===== src/rtl/bac_pkg.sv =====
// Shared constants for the adapter configuration command link
package bac_pkg;
  // Configuration command byte layout
  localparam int CMD_TYPE_BIT = 7;
  localparam int CMD_MARK_BIT = 0;
  localparam int PAR_HI = 6;
  localparam int PAR_LO = 4;
  localparam int VAL_HI = 3;
  localparam int VAL_LO = 1;
  localparam logic [2:0] PAR_READ = 3'h0;
  // Parameter codes
  localparam logic [2:0] PAR_SLEW = 3'h1;
  localparam logic [2:0] PAR_PROG = 3'h2;
  localparam logic [2:0] PAR_SPU = 3'h3;
  localparam logic [2:0] PAR_W1LOW = 3'h4;
  localparam logic [2:0] PAR_SAMPLE = 3'h5;
  localparam logic [2:0] PAR_LOAD = 3'h6;
  localparam logic [2:0] PAR_BAUD = 3'h7;
  // Power-on value codes: 15V/us, 512us, 524ms, 8us, 3us, load, 9.6kbps
  localparam logic [2:0] DEF_SLEW = 3'h0;
  localparam logic [2:0] DEF_PROG = 3'h4;
  localparam logic [2:0] DEF_SPU = 3'h4;
  localparam logic [2:0] DEF_W1LOW = 3'h0;
  localparam logic [2:0] DEF_SAMPLE = 3'h0;
  localparam logic [2:0] DEF_LOAD = 3'h0;
  localparam logic [2:0] DEF_BAUD = 3'h0;
  localparam logic [2:0] DEF_UNUSED = 3'h0;
  // Special value codes
  localparam logic [2:0] VAL_UNLIMITED = 3'h7;
  localparam logic [2:0] VAL_SPU_FORBIDDEN = 3'h6;
  localparam int BAUD_INV_BIT = 2;
  // Mode and control command codes
  localparam logic [7:0] CODE_DATA_MODE = 8'h00_E1;
  localparam logic [7:0] CODE_CMD_MODE = 8'h00_E3;
  localparam logic [7:0] CODE_ACCEL_ON = 8'h00_B1;
  localparam logic [7:0] CODE_ACCEL_OFF = 8'h00_A1;
  localparam logic [7:0] CODE_TERMINATE = 8'h00_F1;
  // Bytes in one accelerated search pass
  localparam logic [4:0] SEARCH_BYTES = 5'h1_0;
endpackage


===== src/rtl/bac_link_if.sv =====
// Byte link between host end and adapter end
`timescale 1ns/1ps
interface bac_link_if;
  logic cmd_valid;
  logic [7:0] cmd_byte;
  logic rsp_valid;
  logic [7:0] rsp_byte;
  logic [1:0] rsp_rate;
  modport dev (input cmd_valid, input cmd_byte, output rsp_valid, output rsp_byte,
    output rsp_rate);
  modport host (output cmd_valid, output cmd_byte, input rsp_valid, input rsp_byte,
    input rsp_rate);
endinterface


===== src/rtl/bac_device.sv =====
// Adapter end: configuration command decoder and parameter store
// Notes on behaviour
// - Host runs search with accelerator on/off codes
// - Sixteen bytes in, sixteen out per pass
// - Reset loads default code into every parameter
// - 3-bit parameter code selects 3-bit value
// - Write byte: 0, param, value, 1
// - Read byte: 0000, param, 1
// - Response bit 0 clear; write echoes upper seven
// - Read returns value code, echoes upper four
// - Defaults 15V/us, 512us, 524ms, 9.6k, 8us, 3us
// - Duration and timing codes map as tabled
// - Slew codes map to eight falling rates
// - Baud codes map to four serial rates
// - Baud codes 100-111 invert receive polarity
// - Response to baud change uses new rate
// - Terminate code ends pulse in command mode
// - Unlimited pulse only when staying command mode
// - Host never writes pullup code 110
// - Flexible equals standard while parameters default
// - Sample offset and recovery share one parameter
// - Rising edge shaping always enabled
// - Fall slew limit only flexible, non-default
`timescale 1ns/1ps
module bac_device (
  // Clock and reset
  input wire logic I_CLOCK,
  input wire logic I_SYS_RST,
  // Bus timing engine status
  input wire logic I_FLEX_SPEED,
  input wire logic I_PULSE_ACTIVE,
  input wire logic I_BUS_RSP_VALID,
  input wire logic [7:0] I_BUS_RSP_BYTE,
  // Pin level
  input wire logic I_SERIAL_POLARITY_SELECT_PIN,
  // Bus timing engine controls
  output logic O_DATA_MODE,
  output logic O_SEARCH_ACCEL,
  output logic O_BUS_BYTE_VALID,
  output logic [7:0] O_BUS_BYTE,
  output logic O_PULSE_TERMINATE,
  output logic [2:0] O_FALLDOWN_EDGE_RATE_PARAM,
  output logic [2:0] O_PROGRAM_PULSE_LENGTH_PARAM,
  output logic [2:0] O_STRONG_PULLUP_LENGTH_PARAM,
  output logic [2:0] O_WRITE_ONE_LOW_PARAM,
  output logic [2:0] O_SAMPLE_OFFSET_RECOVERY_PARAM,
  output logic [2:0] O_PULLDOWN_LOAD_PARAM,
  output logic [2:0] O_HOST_SERIAL_RATE_PARAM,
  output logic O_FLEX_TIMING_EN,
  output logic O_FALL_SLEW_LIMIT_EN,
  output logic O_RISE_SHAPE_EN,
  output logic O_PROG_UNLIMITED,
  output logic O_SPU_UNLIMITED,
  // Host serial side
  output logic [1:0] O_SERIAL_RATE_SEL,
  output logic O_RXD_INVERT,
  // Link
  bac_link_if.dev link
);
  localparam logic [2:0] DEFAULTS [8] = '{bac_pkg::DEF_UNUSED, bac_pkg::DEF_SLEW,
    bac_pkg::DEF_PROG, bac_pkg::DEF_SPU, bac_pkg::DEF_W1LOW, bac_pkg::DEF_SAMPLE,
    bac_pkg::DEF_LOAD, bac_pkg::DEF_BAUD};

  logic [2:0] param_store [8];
  logic cmd_mode_byte;
  logic data_mode_byte;
  logic is_config;
  logic is_read;
  logic is_write;
  logic [2:0] par_code;
  logic [2:0] val_code;
  logic [2:0] read_value;
  logic [7:0] next_rsp_byte;

  always_comb begin
    cmd_mode_byte = link.cmd_valid && !O_DATA_MODE;
    data_mode_byte = link.cmd_valid && O_DATA_MODE;
    par_code = link.cmd_byte[bac_pkg::PAR_HI:bac_pkg::PAR_LO];
    val_code = link.cmd_byte[bac_pkg::VAL_HI:bac_pkg::VAL_LO];
    is_config = cmd_mode_byte && !link.cmd_byte[bac_pkg::CMD_TYPE_BIT]
      && link.cmd_byte[bac_pkg::CMD_MARK_BIT];
    is_read = is_config && par_code == bac_pkg::PAR_READ;
    is_write = is_config && par_code != bac_pkg::PAR_READ;
    read_value = param_store[val_code];
    if (is_read) begin
      next_rsp_byte = {link.cmd_byte[bac_pkg::CMD_TYPE_BIT:bac_pkg::PAR_LO],
        read_value, 1'b0};
    end else begin
      next_rsp_byte = {link.cmd_byte[bac_pkg::CMD_TYPE_BIT:bac_pkg::VAL_LO], 1'b0};
    end
  end

  // One setting per entry; only the addressed one moves
  generate
    for (genvar p = 0; p < 8; p++) begin : g_store
      always_ff @(posedge I_CLOCK) begin
        if (I_SYS_RST) begin
          param_store[p] <= DEFAULTS[p];
        end else if (is_write && par_code == 3'(p)) begin
          param_store[p] <= val_code;
        end
      end
    end
  endgenerate

  // Mode, accelerator and terminate handling
  always_ff @(posedge I_CLOCK) begin
    if (I_SYS_RST) begin
      O_DATA_MODE <= 1'b0;
      O_SEARCH_ACCEL <= 1'b0;
      O_PULSE_TERMINATE <= 1'b0;
    end else begin
      O_PULSE_TERMINATE <= 1'b0;
      if (cmd_mode_byte) begin
        unique case (link.cmd_byte)
          bac_pkg::CODE_DATA_MODE: begin
            O_DATA_MODE <= 1'b1;
          end
          bac_pkg::CODE_ACCEL_ON: begin
            O_SEARCH_ACCEL <= 1'b1;
          end
          bac_pkg::CODE_ACCEL_OFF: begin
            O_SEARCH_ACCEL <= 1'b0;
          end
          bac_pkg::CODE_TERMINATE: begin
            O_PULSE_TERMINATE <= I_PULSE_ACTIVE;
          end
          default: begin
          end
        endcase
      end else if (data_mode_byte && link.cmd_byte == bac_pkg::CODE_CMD_MODE) begin
        O_DATA_MODE <= 1'b0;
      end
    end
  end

  // Data bytes go to the bus engine; no terminate path exists there
  always_ff @(posedge I_CLOCK) begin
    if (I_SYS_RST) begin
      O_BUS_BYTE_VALID <= 1'b0;
      O_BUS_BYTE <= 8'h00;
    end else begin
      O_BUS_BYTE_VALID <= data_mode_byte && link.cmd_byte != bac_pkg::CODE_CMD_MODE;
      if (data_mode_byte) begin
        O_BUS_BYTE <= link.cmd_byte;
      end
    end
  end

  // Answers; configuration wins over a late bus answer
  always_ff @(posedge I_CLOCK) begin
    if (I_SYS_RST) begin
      link.rsp_valid <= 1'b0;
      link.rsp_byte <= 8'h00;
      link.rsp_rate <= 2'h0;
    end else begin
      link.rsp_valid <= is_config || I_BUS_RSP_VALID;
      if (is_config) begin
        link.rsp_byte <= next_rsp_byte;
      end else if (I_BUS_RSP_VALID) begin
        link.rsp_byte <= I_BUS_RSP_BYTE;
      end
      // New rate applies already to the answer of the change itself
      if (is_write && par_code == bac_pkg::PAR_BAUD) begin
        link.rsp_rate <= val_code[1:0];
      end else begin
        link.rsp_rate <= param_store[bac_pkg::PAR_BAUD][1:0];
      end
    end
  end

  // Settings presented to the waveform engine
  always_ff @(posedge I_CLOCK) begin
    if (I_SYS_RST) begin
      O_FALLDOWN_EDGE_RATE_PARAM <= bac_pkg::DEF_SLEW;
      O_PROGRAM_PULSE_LENGTH_PARAM <= bac_pkg::DEF_PROG;
      O_STRONG_PULLUP_LENGTH_PARAM <= bac_pkg::DEF_SPU;
      O_WRITE_ONE_LOW_PARAM <= bac_pkg::DEF_W1LOW;
      O_SAMPLE_OFFSET_RECOVERY_PARAM <= bac_pkg::DEF_SAMPLE;
      O_PULLDOWN_LOAD_PARAM <= bac_pkg::DEF_LOAD;
      O_HOST_SERIAL_RATE_PARAM <= bac_pkg::DEF_BAUD;
      O_PROG_UNLIMITED <= 1'b0;
      O_SPU_UNLIMITED <= 1'b0;
    end else begin
      O_FALLDOWN_EDGE_RATE_PARAM <= param_store[bac_pkg::PAR_SLEW];
      O_PROGRAM_PULSE_LENGTH_PARAM <= param_store[bac_pkg::PAR_PROG];
      O_STRONG_PULLUP_LENGTH_PARAM <= param_store[bac_pkg::PAR_SPU];
      O_WRITE_ONE_LOW_PARAM <= param_store[bac_pkg::PAR_W1LOW];
      // One code drives both sample delay and write-0 recovery
      O_SAMPLE_OFFSET_RECOVERY_PARAM <= param_store[bac_pkg::PAR_SAMPLE];
      O_PULLDOWN_LOAD_PARAM <= param_store[bac_pkg::PAR_LOAD];
      O_HOST_SERIAL_RATE_PARAM <= param_store[bac_pkg::PAR_BAUD];
      O_PROG_UNLIMITED <= param_store[bac_pkg::PAR_PROG] == bac_pkg::VAL_UNLIMITED;
      O_SPU_UNLIMITED <= param_store[bac_pkg::PAR_SPU] == bac_pkg::VAL_UNLIMITED;
    end
  end

  // Edge shaping and speed qualifiers
  always_ff @(posedge I_CLOCK) begin
    if (I_SYS_RST) begin
      O_FLEX_TIMING_EN <= 1'b0;
      O_FALL_SLEW_LIMIT_EN <= 1'b0;
      O_RISE_SHAPE_EN <= 1'b1;
      O_SERIAL_RATE_SEL <= 2'h0;
      O_RXD_INVERT <= 1'b0;
    end else begin
      O_FLEX_TIMING_EN <= I_FLEX_SPEED
        && (param_store[bac_pkg::PAR_SLEW] != bac_pkg::DEF_SLEW
        || param_store[bac_pkg::PAR_W1LOW] != bac_pkg::DEF_W1LOW
        || param_store[bac_pkg::PAR_SAMPLE] != bac_pkg::DEF_SAMPLE);
      O_FALL_SLEW_LIMIT_EN <= I_FLEX_SPEED
        && param_store[bac_pkg::PAR_SLEW] != bac_pkg::DEF_SLEW;
      O_RISE_SHAPE_EN <= 1'b1;
      O_SERIAL_RATE_SEL <= param_store[bac_pkg::PAR_BAUD][1:0];
      O_RXD_INVERT <= I_SERIAL_POLARITY_SELECT_PIN
        ^ param_store[bac_pkg::PAR_BAUD][bac_pkg::BAUD_INV_BIT];
    end
  end
endmodule


===== src/flat_wrapper.sv =====
// flat-port wrapper written by rule: the top's interface ports become plain ports
module bac_device_flat 
  (I_CLOCK, I_SYS_RST, I_FLEX_SPEED, I_PULSE_ACTIVE, I_BUS_RSP_VALID, I_BUS_RSP_BYTE, I_SERIAL_POLARITY_SELECT_PIN, O_DATA_MODE, O_SEARCH_ACCEL, O_BUS_BYTE_VALID, O_BUS_BYTE, O_PULSE_TERMINATE, O_FALLDOWN_EDGE_RATE_PARAM, O_PROGRAM_PULSE_LENGTH_PARAM, O_STRONG_PULLUP_LENGTH_PARAM, O_WRITE_ONE_LOW_PARAM, O_SAMPLE_OFFSET_RECOVERY_PARAM, O_PULLDOWN_LOAD_PARAM, O_HOST_SERIAL_RATE_PARAM, O_FLEX_TIMING_EN, O_FALL_SLEW_LIMIT_EN, O_RISE_SHAPE_EN, O_PROG_UNLIMITED, O_SPU_UNLIMITED, O_SERIAL_RATE_SEL, O_RXD_INVERT, link_cmd_valid, link_cmd_byte, link_rsp_valid, link_rsp_byte, link_rsp_rate);
  bac_link_if link_i ();
  input wire logic I_CLOCK;
  input wire logic I_SYS_RST;
  input wire logic I_FLEX_SPEED;
  input wire logic I_PULSE_ACTIVE;
  input wire logic I_BUS_RSP_VALID;
  input wire logic [7:0] I_BUS_RSP_BYTE;
  input wire logic I_SERIAL_POLARITY_SELECT_PIN;
  output logic O_DATA_MODE;
  output logic O_SEARCH_ACCEL;
  output logic O_BUS_BYTE_VALID;
  output logic [7:0] O_BUS_BYTE;
  output logic O_PULSE_TERMINATE;
  output logic [2:0] O_FALLDOWN_EDGE_RATE_PARAM;
  output logic [2:0] O_PROGRAM_PULSE_LENGTH_PARAM;
  output logic [2:0] O_STRONG_PULLUP_LENGTH_PARAM;
  output logic [2:0] O_WRITE_ONE_LOW_PARAM;
  output logic [2:0] O_SAMPLE_OFFSET_RECOVERY_PARAM;
  output logic [2:0] O_PULLDOWN_LOAD_PARAM;
  output logic [2:0] O_HOST_SERIAL_RATE_PARAM;
  output logic O_FLEX_TIMING_EN;
  output logic O_FALL_SLEW_LIMIT_EN;
  output logic O_RISE_SHAPE_EN;
  output logic O_PROG_UNLIMITED;
  output logic O_SPU_UNLIMITED;
  output logic [1:0] O_SERIAL_RATE_SEL;
  output logic O_RXD_INVERT;
  input wire logic [$bits(link_i.cmd_valid)-1:0] link_cmd_valid;
  input wire logic [$bits(link_i.cmd_byte)-1:0] link_cmd_byte;
  output wire logic [$bits(link_i.rsp_valid)-1:0] link_rsp_valid;
  output wire logic [$bits(link_i.rsp_byte)-1:0] link_rsp_byte;
  output wire logic [$bits(link_i.rsp_rate)-1:0] link_rsp_rate;
  assign link_i.cmd_valid = link_cmd_valid;
  assign link_i.cmd_byte = link_cmd_byte;
  assign link_rsp_valid = link_i.rsp_valid;
  assign link_rsp_byte = link_i.rsp_byte;
  assign link_rsp_rate = link_i.rsp_rate;
  bac_device u_core (.I_CLOCK(I_CLOCK), .I_SYS_RST(I_SYS_RST), .I_FLEX_SPEED(I_FLEX_SPEED), .I_PULSE_ACTIVE(I_PULSE_ACTIVE), .I_BUS_RSP_VALID(I_BUS_RSP_VALID), .I_BUS_RSP_BYTE(I_BUS_RSP_BYTE), .I_SERIAL_POLARITY_SELECT_PIN(I_SERIAL_POLARITY_SELECT_PIN), .O_DATA_MODE(O_DATA_MODE), .O_SEARCH_ACCEL(O_SEARCH_ACCEL), .O_BUS_BYTE_VALID(O_BUS_BYTE_VALID), .O_BUS_BYTE(O_BUS_BYTE), .O_PULSE_TERMINATE(O_PULSE_TERMINATE), .O_FALLDOWN_EDGE_RATE_PARAM(O_FALLDOWN_EDGE_RATE_PARAM), .O_PROGRAM_PULSE_LENGTH_PARAM(O_PROGRAM_PULSE_LENGTH_PARAM), .O_STRONG_PULLUP_LENGTH_PARAM(O_STRONG_PULLUP_LENGTH_PARAM), .O_WRITE_ONE_LOW_PARAM(O_WRITE_ONE_LOW_PARAM), .O_SAMPLE_OFFSET_RECOVERY_PARAM(O_SAMPLE_OFFSET_RECOVERY_PARAM), .O_PULLDOWN_LOAD_PARAM(O_PULLDOWN_LOAD_PARAM), .O_HOST_SERIAL_RATE_PARAM(O_HOST_SERIAL_RATE_PARAM), .O_FLEX_TIMING_EN(O_FLEX_TIMING_EN), .O_FALL_SLEW_LIMIT_EN(O_FALL_SLEW_LIMIT_EN), .O_RISE_SHAPE_EN(O_RISE_SHAPE_EN), .O_PROG_UNLIMITED(O_PROG_UNLIMITED), .O_SPU_UNLIMITED(O_SPU_UNLIMITED), .O_SERIAL_RATE_SEL(O_SERIAL_RATE_SEL), .O_RXD_INVERT(O_RXD_INVERT), .link(link_i));
endmodule

===== config.mk =====
export PLATFORM = sky130hd
export DESIGN_NAME = bac_device_flat
export DESIGN_NICKNAME = d
export VERILOG_FILES = /design/src/rtl/bac_pkg.sv /design/src/rtl/bac_link_if.sv /design/src/rtl/bac_device.sv /design/src/flat_wrapper.sv
export SDC_FILE = /design/constraint.sdc
export NUM_CORES = 1
export LEC_CHECK = 0
export ABC_AREA = 1
export BUFFER_PORTS_ARGS = -buffer_cell sky130_fd_sc_hd__buf_2
export CELL_PAD_IN_SITES_DETAIL_PLACEMENT = 1
export CELL_PAD_IN_SITES_GLOBAL_PLACEMENT = 1
export CORE_ASPECT_RATIO = 1.1
export CORE_MARGIN = 2
export CORE_UTILIZATION = 41
export DETAILED_ROUTE_END_ITERATION = 16
export GPL_TIMING_DRIVEN = 0
export PLACE_DENSITY_LB_ADDON = 0.12
export SLEW_MARGIN = 20
export SYNTH_ARGS = -nofsm -noshare
export SYNTH_HDL_FRONTEND = slang
export SYNTH_SLANG_ARGS = --single-unit

===== constraint.sdc =====
create_clock -name I_CLOCK -period 2.43 [get_ports I_CLOCK]
set_input_delay 0.486 -clock I_CLOCK [delete_from_list [all_inputs] [get_ports I_CLOCK]]
set_output_delay 0.486 -clock I_CLOCK [all_outputs]
set_load 0.02 [all_outputs]

==> impl_metrics.ini <==
[final_layout]
diodes = 0
drive_gt1_share_pct = 25.93
synthToLayoutAreaGrowth_pct = 23.97
layout_common_cells = buf_2 (75), nor2_1 (51), nand2_1 (49), dfxtp_1 (49), inv_1 (40)
fin_nets = 446
layout_commonest_cell = buf_2
fill_cells = 894
final_cells = 513
multi_input_area_sq_um = 970.9
seq_area_sq_um = 1702

[timing]
slew_headroom_pct = 63.30
rsz0062_at_grt = false
fmax_ghz = 0.5711
hold_viol_final = 0
fin_crit_sh_pct = 72.06
setup-violations-final = 0
maxSlewViolCount = 0
fin_tns_setup_ps = 0
worst_pin_slew_ps = 550.4
fin_skew_ps = 6.509
period_minus_slack_ps = 1751

[worst_setup_path]
cp-start-kind = flip-flop
endpoint = u_core.param_store[3][1]$_SDFFCE_PN0P_
required_ps = 2430
r2r_slack_ps = 680
reg2reg_from = u_core.O_DATA_MODE$_SDFFE_PP0P_
worst_path_largest_cell_delay_ps = 390
reg2reg_to = u_core.param_store[3][1]$_SDFFCE_PN0P_
worstPathCellList = inv_2 > nand2_2 > nor2_8 > inv_4 > nor2_4 > inv_1 > o21ai_0
critPathArrivalTime_ps = 1750
path_max_fanout = 7
worst_r2r_path_depth = 7
crit_path_start = u_core.O_DATA_MODE$_SDFFE_PP0P_
path_class = flip-flop to flip-flop
end_kind = flip-flop
cp_slowest_cell = o21ai_0

[place]
place_congestion = 0.8381
dp_hpwl_microns = 6001
numPortBuffers = 69
dp_cells = 497

[die]
die_y_microns = 92.88
die-width_microns = 84.80
initial_core_util_pct = 42.26
ios = 75
fp.dieArea_sq_um = 7875
rows = 32
core_sq_um = 6967

[run]
maxCapViolCount = 0

[clock_tree]
cts_repair_resize_count = 0
cts_sinks = 73
root_buffer = clkbuf_8
htreeDepth = 3
clockBufferDepth = 2
clk_pin_slew_worst_paths_ps = 80
cts_tree = done
ctsHoldBuffers = 0
post-cts-setup-buffers = 0
cts_buffers = 9
clk_latency_ps = 360

[grt]
grt-ovfl-total = 0
grt.total_usage_pct = 21.96
antenna_found_initial = 0
grt_start_max_net_pins = 13
grt_pass1_vias = 2594
grt_pass1_wl_microns = 13090

[routing]
viasPerCell = 4.940
post-route-drc-count = 0
antenna_left = 0
routedWlPerCell_microns = 15.44
drtPass1Iterations = 4
initialDrtViolationCount = 123
via_count = 2534
routed_wl_microns = 7920

[power]
p_leak_nw = 1.744
clkPwrFrac_pct = 41.7
p_int_mw = 2.013
p_sw_mw = 0.6550
p_comb_share_pct = 9.2
swShare_pct = 24.55
p_seq_share_pct = 49.1
ir_drop_mv = 0.4253
power.density_nw_per_um2 = 731.1

[synth]
syn_avg_cell_area_sq_um = 8.634
yosysWarnings = 0
syn-cell-area_sq_um = 2944
synth_cell_type_count = 34
synth_cells = 341
yosysSeqAreaShare_pct = 57.80
ys_ff_latch = 73

[run_status]
outcome = complete, no violations

[hold_path]
hold_path_class = input port to flip-flop
## logic make-up after synthesis
logic type | after synthesis | synth area share [%]
AOI/OAI and AO/OA | 41 | 7.352
xor gates and xnor gates | 1 | 0.2975
buffers and inverters | 65 | 9.477
DFF | 73 | 57.80
other | 2 | 0.2551
and+or+nand+nor | 159 | 24.82
## final cells by class
class                   instances  area share (%)
clock buffers                  15           6.582
multi-input cells             205           26.60
inverters                      44           4.628
repair buffers                 69           9.462
flip-flops and latches         73           46.62
clock inverters                 1          0.1714
plain buffers                  21           3.017
well taps                      85           2.914
## per-layer routing
layer / vias up / global-route usage [%] / wire length (microns)
met5: - / 0 / 0
li1: 1252 / - / -
met4: 0 / 9.524 / 148
met2: 72 / 38.12 / 3960
met1: 1197 / 26.47 / 3437
met3: 13 / 4.100 / 373
## Yosys cell counts (all sizes together)
cell type,number,area (sq um)
dfxtp,49,980.9
a211oi,1,7.510
nor2,56,251.5
or2,1,6.260
xnor2,1,8.760
o2111ai,1,8.760
a31oi,4,25.02
clkbuf,10,38.78
nand3b,1,7.510
inv,42,160.1
edfxtp,24,720.7
buf,11,71.32
o21ai,19,95.09
nor4,2,12.51
nand3,40,205.2
nor3,4,25.02
clkinv,2,8.750
nand2,52,202.7
conb,2,7.510
nor3b,1,7.510
nand4,2,12.51
a21oi,16,80.08
## critical path, delay by kind of cell (launching register included)
kind | cells | cell delay [ps]
AND/OR/NAND/NOR | 3 | 450
AO/OA/AOI/OAI | 1 | 390
flip-flops | 1 | 360
buffers and inverters | 3 | 200
## flip-flops by register name, indices dropped and copies added (netlist names)
name,cells
u_core.O_FLEX_TIMING_EN,1
u_core.O_SERIAL_RATE_SEL,1
u_core.O_FALL_SLEW_LIMIT_EN,1
u_core.O_SEARCH_ACCEL,1
u_core.O_DATA_MODE,1
u_core.O_HOST_SERIAL_RATE_PARAM,2
u_core.O_RXD_INVERT,1
u_core.param_store,24
u_core.O_BUS_BYTE,8
u_core.link.rsp_byte,8
u_core.link.rsp_rate,2
u_core.O_PROG_UNLIMITED,1
u_core.O_PULSE_TERMINATE,1
u_core.O_STRONG_PULLUP_LENGTH_PARAM,3
u_core.O_PULLDOWN_LOAD_PARAM,3
u_core.O_WRITE_ONE_LOW_PARAM,3
u_core.O_PROGRAM_PULSE_LENGTH_PARAM,3
u_core.O_BUS_BYTE_VALID,1
u_core.O_SAMPLE_OFFSET_RECOVERY_PARAM,3
u_core.O_SPU_UNLIMITED,1
u_core.link.rsp_valid,1
u_core.O_FALLDOWN_EDGE_RATE_PARAM,3
## power groups by stage
| stage | logic [mW] | registers (mW) | clock network [mW] |
|---|---|---|---|
| 2_1_floorplan | 0.124 | 1.37 | 0 |
| 3_3_place_gp | 0.240 | 1.34 | 0 |
| 3_5_place_dp | 0.246 | 1.34 | 0 |
| 4_1_cts | 0.247 | 1.31 | 1.13 |
| 5_1_grt | 0.273 | 1.31 | 1.18 |
| 6_report | 0.245 | 1.31 | 1.11 |
## through the flow
stage / hold WS, ps / total power, mW / area (sq um) / util (%) / worst slack [ps]
floorplan: 435.6 / 1.491 / 2952 / - / 805.2
global placement: 454.8 / 1.577 / 3403 / 48.85 / 454.9
detailed placement: 459.7 / 1.585 / 3403 / 48.85 / 402.1
CTS: 387.8 / 2.684 / 3650 / 52.39 / 675.1
global route: 403.3 / 2.768 / 3650 / 52.39 / 565.1
finish: 388.1 / 2.668 / 3650 / 52.39 / 678.9
## worst min-delay path by stage
stage | endpoint | depth (start not counted) | startpoint | slack, ps
after floorplan | u_core.O_PROGRAM_PULSE_LENGTH_PARAM[2]$_SDFF_PP1_ | 2 | u_core.param_store[2][2]$_SDFFCE_PN1P_ | 440
after global placement | u_core.link.rsp_byte[7]$_SDFFE_PP0P_ | 2 | u_core.link.rsp_byte[7]$_SDFFE_PP0P_ | 450
after detailed placement | u_core.link.rsp_byte[0]$_SDFFE_PP0P_ | 2 | u_core.link.rsp_byte[0]$_SDFFE_PP0P_ | 460
after CTS | u_core.O_RXD_INVERT$_SDFF_PP0_ | 3 | I_SERIAL_POLARITY_SELECT_PIN | 390
after global routing | u_core.O_RXD_INVERT$_SDFF_PP0_ | 3 | I_SERIAL_POLARITY_SELECT_PIN | 400
final | u_core.O_FLEX_TIMING_EN$_SDFF_PP0_ | 3 | I_FLEX_SPEED | 390
No activity file was read; power rests on OpenSTA's default activity.
